<file path="config.mk">
export PLATFORM = sky130hd
export DESIGN_NAME = apm_power_mode_control
export DESIGN_NICKNAME = d
export VERILOG_FILES = /design/src/rtl/apm_pkg.sv /design/src/rtl/apm_power_mode_control.sv
export SDC_FILE = /design/constraint.sdc
export NUM_CORES = 1
export LEC_CHECK = 0
export BUFFER_PORTS_ARGS = -buffer_cell sky130_fd_sc_hd__buf_2
export CORE_AREA = 2 2 66 68
export DETAILED_ROUTE_END_ITERATION = 16
export DIE_AREA = 0 0 68 70
export GPL_TIMING_DRIVEN = 0
export PLACE_DENSITY_LB_ADDON = 0.2
export SYNTH_ARGS = -nofsm -noshare
export SYNTH_HDL_FRONTEND = slang
export SYNTH_SLANG_ARGS = --single-unit
</file>
<file path="constraint.sdc">
create_clock -name clk -period 2.7 [get_ports clk]
set_clock_uncertainty 0.2 [all_clocks]
set_input_delay 0.54 -clock clk [delete_from_list [all_inputs] [get_ports clk]]
set_output_delay 0.54 -clock clk [all_outputs]
set_load 0.01 [all_outputs]
</file>
<file path="src/rtl/apm_pkg.sv">
// Package for the converter power-mode control block.
// Assumes a single 100 MHz system clock standing in for the sample clock.
package apm_pkg;

  localparam int APM_DATA_W = 14;
  localparam int APM_CLK_MHZ = 100;
  // Recovery after nap, in sample-clock cycles
  localparam int APM_NAP_RECOVERY_CYC = 100;
  // Recovery after sleep, in milliseconds
  localparam int APM_SLEEP_RECOVERY_MS = 2;
  localparam int APM_SLEEP_RECOVERY_CYC = APM_SLEEP_RECOVERY_MS * 1000 * 1000 / 10;
  localparam int APM_CNT_W = 24;

  typedef enum {
    APM_NORMAL,
    APM_SLEEP,
    APM_NAP
  } apm_mode_t;

  // Sample word with its overrange flag
  typedef struct packed {
    logic overrange_flag;
    logic [APM_DATA_W-1:0] data;
  } apm_sample_t;

endpackage

</file>
<file path="src/rtl/apm_power_mode_control.sv">
// Power-mode control of a pipelined converter: mode decode, output
// tri-state control and recovery masking of the conversion data.
// Assumes pins are synchronous to clk; the core sample arrives each cycle.
//
// Overview of operation
// [RULE_01] Power-down select low means normal conversion regardless of output enable.
// [RULE_02] Power-down high and enable_n high selects sleep; reference off.
// [RULE_03] After sleep, samples are invalid for milliseconds while reference settles.
// [RULE_04] Power-down high and enable_n low selects nap; reference stays on.
// [RULE_05] After nap, about 100 clock cycles pass before data is valid.
// [RULE_06] Sleep and nap put every digital output in high impedance.
// [RULE_07] Output enable_n high disables all data outputs including overrange flag.
// [RULE_08] Capture side counts recovery after release and discards samples meanwhile.
`timescale 1ns/1ps
module apm_power_mode_control
  import apm_pkg::*;
#(
  parameter int SLEEP_RECOVERY_CYC = APM_SLEEP_RECOVERY_CYC,
  parameter int NAP_RECOVERY_CYC = APM_NAP_RECOVERY_CYC
)
(
  input wire logic clk,
  input wire logic sys_rst,
  input wire logic power_down_select,
  input wire logic output_enable_n,
  input wire apm_sample_t core_sample,
  output logic [APM_DATA_W:0] dout_o,
  output logic [APM_DATA_W:0] dout_oe_n,
  output logic reference_on,
  output logic converter_on,
  output logic data_valid
);

  ////////////////////////////////////////////////////////////////////////
  apm_mode_t mode_reg;
  apm_mode_t mode_next;
  logic [APM_CNT_W-1:0] recov_reg;
  logic [APM_DATA_W:0] dout_reg;
  logic [APM_DATA_W:0] oe_n_reg;
  logic ref_reg;
  logic conv_reg;
  logic valid_reg;

  always_comb
  begin
    mode_next = APM_NORMAL; // RULE_01
    if (power_down_select)
    begin
      if (output_enable_n)
        mode_next = APM_SLEEP; // RULE_02
      else
        mode_next = APM_NAP; // RULE_04
    end
  end

  always_ff @(posedge clk)
  begin
    if (sys_rst)
      mode_reg <= APM_NORMAL;
    else
      mode_reg <= mode_next;
  end

  ////////////////////////////////////////////////////////////////////////
  // Recovery counter loads on leaving a low-power mode. The sleep settle
  // starts when sleep ends, even into nap, since the reference restarts cold.
  always_ff @(posedge clk)
  begin
    if (sys_rst)
      recov_reg <= '0;
    else
    begin
      case (mode_reg)
        APM_SLEEP:
        begin
          if (mode_next != APM_SLEEP)
            recov_reg <= APM_CNT_W'(SLEEP_RECOVERY_CYC); // RULE_03
          else
            recov_reg <= '0;
        end
        APM_NAP:
        begin
          // Keep the longer of a running sleep settle and the nap figure
          if (mode_next == APM_NORMAL && recov_reg <= APM_CNT_W'(NAP_RECOVERY_CYC))
            recov_reg <= APM_CNT_W'(NAP_RECOVERY_CYC); // RULE_05
          else if (recov_reg != '0)
            recov_reg <= recov_reg - 1'b1;
        end
        APM_NORMAL:
        begin
          if (recov_reg != '0)
            recov_reg <= recov_reg - 1'b1;
        end
        default: recov_reg <= '0;
      endcase
    end
  end

  // Valid only in normal mode with recovery done; helps the capture side
  always_ff @(posedge clk)
  begin
    if (sys_rst)
      valid_reg <= 1'b0;
    else
      valid_reg <= (mode_reg == APM_NORMAL) && (mode_next == APM_NORMAL) &&
                   (recov_reg <= APM_CNT_W'(1)); // RULE_08
  end

  ////////////////////////////////////////////////////////////////////////
  always_ff @(posedge clk)
  begin
    if (sys_rst)
    begin
      ref_reg <= 1'b0;
      conv_reg <= 1'b0;
    end
    else
    begin
      ref_reg <= (mode_next != APM_SLEEP); // RULE_02
      conv_reg <= (mode_next == APM_NORMAL); // RULE_04
    end
  end

  // Output drivers; oe_n low means the pins are driven
  always_ff @(posedge clk)
  begin
    if (sys_rst)
    begin
      oe_n_reg <= '1;
      dout_reg <= '0;
    end
    else
    begin
      oe_n_reg <= (mode_next != APM_NORMAL || output_enable_n) ? '1 : '0; // RULE_06 RULE_07
      dout_reg <= core_sample;
    end
  end

  assign dout_o = dout_reg;
  assign dout_oe_n = oe_n_reg;
  assign reference_on = ref_reg;
  assign converter_on = conv_reg;
  assign data_valid = valid_reg;

  ////////////////////////////////////////////////////////////////////////
  // Checker helpers: cycles since the last sleep and nap cycle, counted
  // apart from recov_reg so the recovery checks do not restate it.
  // Reset leaves both saturated: nothing pending to recover from.
  logic [APM_CNT_W-1:0] chk_sleep_age_reg;
  logic [APM_CNT_W-1:0] chk_nap_age_reg;

  always_ff @(posedge clk)
  begin
    if (sys_rst)
      chk_sleep_age_reg <= '1;
    else if (mode_reg == APM_SLEEP)
      chk_sleep_age_reg <= '0;
    else if (chk_sleep_age_reg != '1)
      chk_sleep_age_reg <= chk_sleep_age_reg + 1'b1;
  end

  always_ff @(posedge clk)
  begin
    if (sys_rst)
      chk_nap_age_reg <= '1;
    else if (mode_reg == APM_NAP)
      chk_nap_age_reg <= '0;
    else if (chk_nap_age_reg != '1)
      chk_nap_age_reg <= chk_nap_age_reg + 1'b1;
  end
endmodule // apm_power_mode_control

</file>
==> run metrics <==
status finished, final reports clean; Comb pwr share around 53%; worst path cell trace inv_1, ha_1, nor4b_2, and4b_1, buf_2, a211o_2, or4_1, a21oi_1; RSZ-0062 raised after global routing false; Tcrit/Tclk final 94.5%; placed insts 318; fin cells between 300 and 400; fin worst setup slack 0.148 ns; grt ovf 0; PortBufs 51; WHS about 0.24 ns; ys flop type dfxtp_1; First-pass DRT Iterations 4; fin. max-slew vios 0; leakage power approximately 1.0 nW; final hold violations 0; Int Power approximately 1.8 mW; Die Area between 0.004 and 0.005 sq mm; number of global-route vias before repair approximately 1500; TNS Setup 0 ns; clock latency on the worst-skew pair ~0.30 ns; critical path arrival approximately 2.6 ns; count of flip-flops with a built-in enable after synthesis 0; pre-CTS WS 0.0757 ns; Yosys reg bits 45; min Tclk post-route roughly 2.6 ns; Clock Root Buffer clkbuf_8; max FFs per register 24; hpwl dp 2830 microns; chip width 68 microns; floorplan core area between 0.004 and 0.005 sq mm; register area share after synthesis between 40% and 50%; largest net degree at the start of global routing 16; CP Class reg2reg; n_diodes 0; Least-Margin Pin Slew 0.578 ns; Switching Share between 40 and 50%; Slew HR 60.5%; startpoint types flop; layout cell share with drive strength beyond 1 approximately 32%; fmax between 300 and 400 MHz; crit end category flop; Final Setup Violations 0; Worst IR Drop VDD around 0.91 mV; synth warn 0; Wirelength per Cell roughly 12 microns; CP max stage cell or4_1; WL final between 3000 and 4000 microns; Tightest Hold Check Type in2reg; clock-pin slew on the worst setup and hold paths roughly 0.09 ns; synthesized net count between 200 and 250; CP bufs+invs 2; mean number of vias per cell 5.12; CP peak stage delay between 0.4 and 0.5 ns; TritonCTS Buffers 5; clock share of power between 10% and 20%; clock sink count 45; synth-to-layout area growth 21.5%; Final Util between 50 and 60%; first-pass GRT wire length between 6000 and 7000 microns; CP required ~2.7 ns; num ports 52; Reg power frac between 30% and 40%; Mapped Cells 215; vias post-DR between 1500 and 2000; CTS tree yes; Final ANT Viol Nets 0; Post-Syn Area approximately 0.0020 sq mm; largest fanout on the critical path 9; initial antenna violation count 0; Fill cells ~390; Mean Syn Cell Area approximately 9.4 sq um; Async S/R FF share, synth 0%; H-tree depth 2; Starting Density around 50%; GPL Wtd Cong 0.744; Chip Height ~70 microns; Final nets ~290; Psw ~1.4 mW; DRT iter0 DRCs between 40 and 50; max-cap violations 0; worst-case clock buffer depth 2; FP Rows 24; crit-path leading delay family simple AND/OR/NAND/NOR gates; PD cells about 1300 mW/mm^2; Netlist cell types between 40 and 50; GRT Resource Usage Total 18.3%; post-CTS setup buffer count 0; # DRC 0
## power groups by stage
stage / sequential (mW) / clock [mW] / combinational [mW]
final: 1.01 / 0.504 / 1.68
after CTS: 1.01 / 0.520 / 1.68
after floorplan: 0.992 / 0 / 1.37
after global routing: 1.04 / 0.548 / 1.88
after detailed placement: 1.02 / 0 / 1.66
after global placement: 1.01 / 0 / 1.64
## path summary, 6_finish.rpt
kind	startpoint	to	slack (ns)	depth (start not counted)
worst max-delay path	recov_reg[0]	recov_reg[23]	0.15	8
worst min-delay path	core_sample[13]	dout_o[13]	0.24	2
worst max register to register	recov_reg[0]	recov_reg[23]	0.15	8
worst min register to register	recov_reg[23]	recov_reg[23]	0.28	2
## metrics by stage
| step | total power [mW] | instance area [sq um] |
|---|---|---|
| 2_1_floorplan | 2.37 | 2020 |
| 3_3_place_gp | 2.65 | 2340 |
| 6_report | 3.19 | 2450 |
| 3_5_place_dp | 2.68 | 2340 |
| 5_1_grt | 3.47 | 2450 |
| 4_1_cts | 3.21 | 2450 |
## worst reg2reg max path, stage by stage (launching register included)
cell	delay, ns
dfxtp_2	0.38
inv_1	0.06
ha_1	0.24
nor4b_2	0.21
and4b_1	0.20
buf_2	0.18
a211o_2	0.42
or4_1	0.48
a21oi_1	0.14
## per-layer routing
metal  wire length (microns)  global-route usage (%)
met3                     227                    4.99
met4                      99                    8.22
met2                    1870                    29.4
met1                    1730                    22.4
met5                       0                       0
## Yosys cell counts, drive strengths merged (5+ instances only)
library cell / n / share of area (%)
or3: 7 / 2.2
a21oi: 15 / 3.7
buf: 18 / 6.8
dfxtp: 45 / 45
nor2: 24 / 4.5
nor4: 7 / 3.5
nand2: 10 / 2.6
nand2b: 5 / 1.5
o21ai: 6 / 1.5
or4: 5 / 1.9
nor2b: 17 / 5.3
xnor2: 10 / 4.3
## layout make-up
cell class / instances / area (sq um) / area share [%]
timing repair buffer: 51 / 255 / 10.4
clock buffer: 6 / 72.6 / 2.96
tap: 52 / 65.1 / 2.65
inverter: 4 / 15.0 / 0.612
sequential: 45 / 903 / 36.8
multi-input combinational: 145 / 952 / 38.8
clock inverter: 2 / 38.8 / 1.58
buffer: 21 / 150 / 6.12
## kinds of logic after synthesis
group                      Yosys count  synth area share, %
buffers and inverters               25                 8.18
muxes                                1                0.496
AOI/OAI and AO/OA                   36                 11.2
DFF                                 45                 44.6
adders and majority gates            2                 1.24
and+or+nand+nor                     94                 29.1
xor gates and xnor gates            12                 5.21
## what timing repair did
item                       CTS  global route
hold endpoints to repair     0             0
gates resized for setup      0             2
setup endpoints to repair    0             1
hold buffers                 0             0
## cells in the final DEF (no fill, tap or decap), types with 2 or more instances in the layout
cell type / count
dfxtp_2: 2
buf_2: 53
xnor2_1: 10
or4_1: 5
nand3_1: 3
nor4_1: 4
or3_1: 7
ha_1: 2
nor3_1: 4
buf_4: 14
nand3b_1: 3
nand2b_1: 5
a211oi_1: 3
buf_6: 2
dfxtp_1: 43
xor2_1: 2
a21oi_1: 15
nor2_1: 24
nor4_2: 2
clkbuf_1: 3
clkbuf_8: 5
o21ai_0: 6
nand2_1: 8
inv_1: 4
nand2_4: 2
nor2b_1: 17
a2111oi_0: 2
o31ai_1: 3
Power figures use the tool's default switching activity.
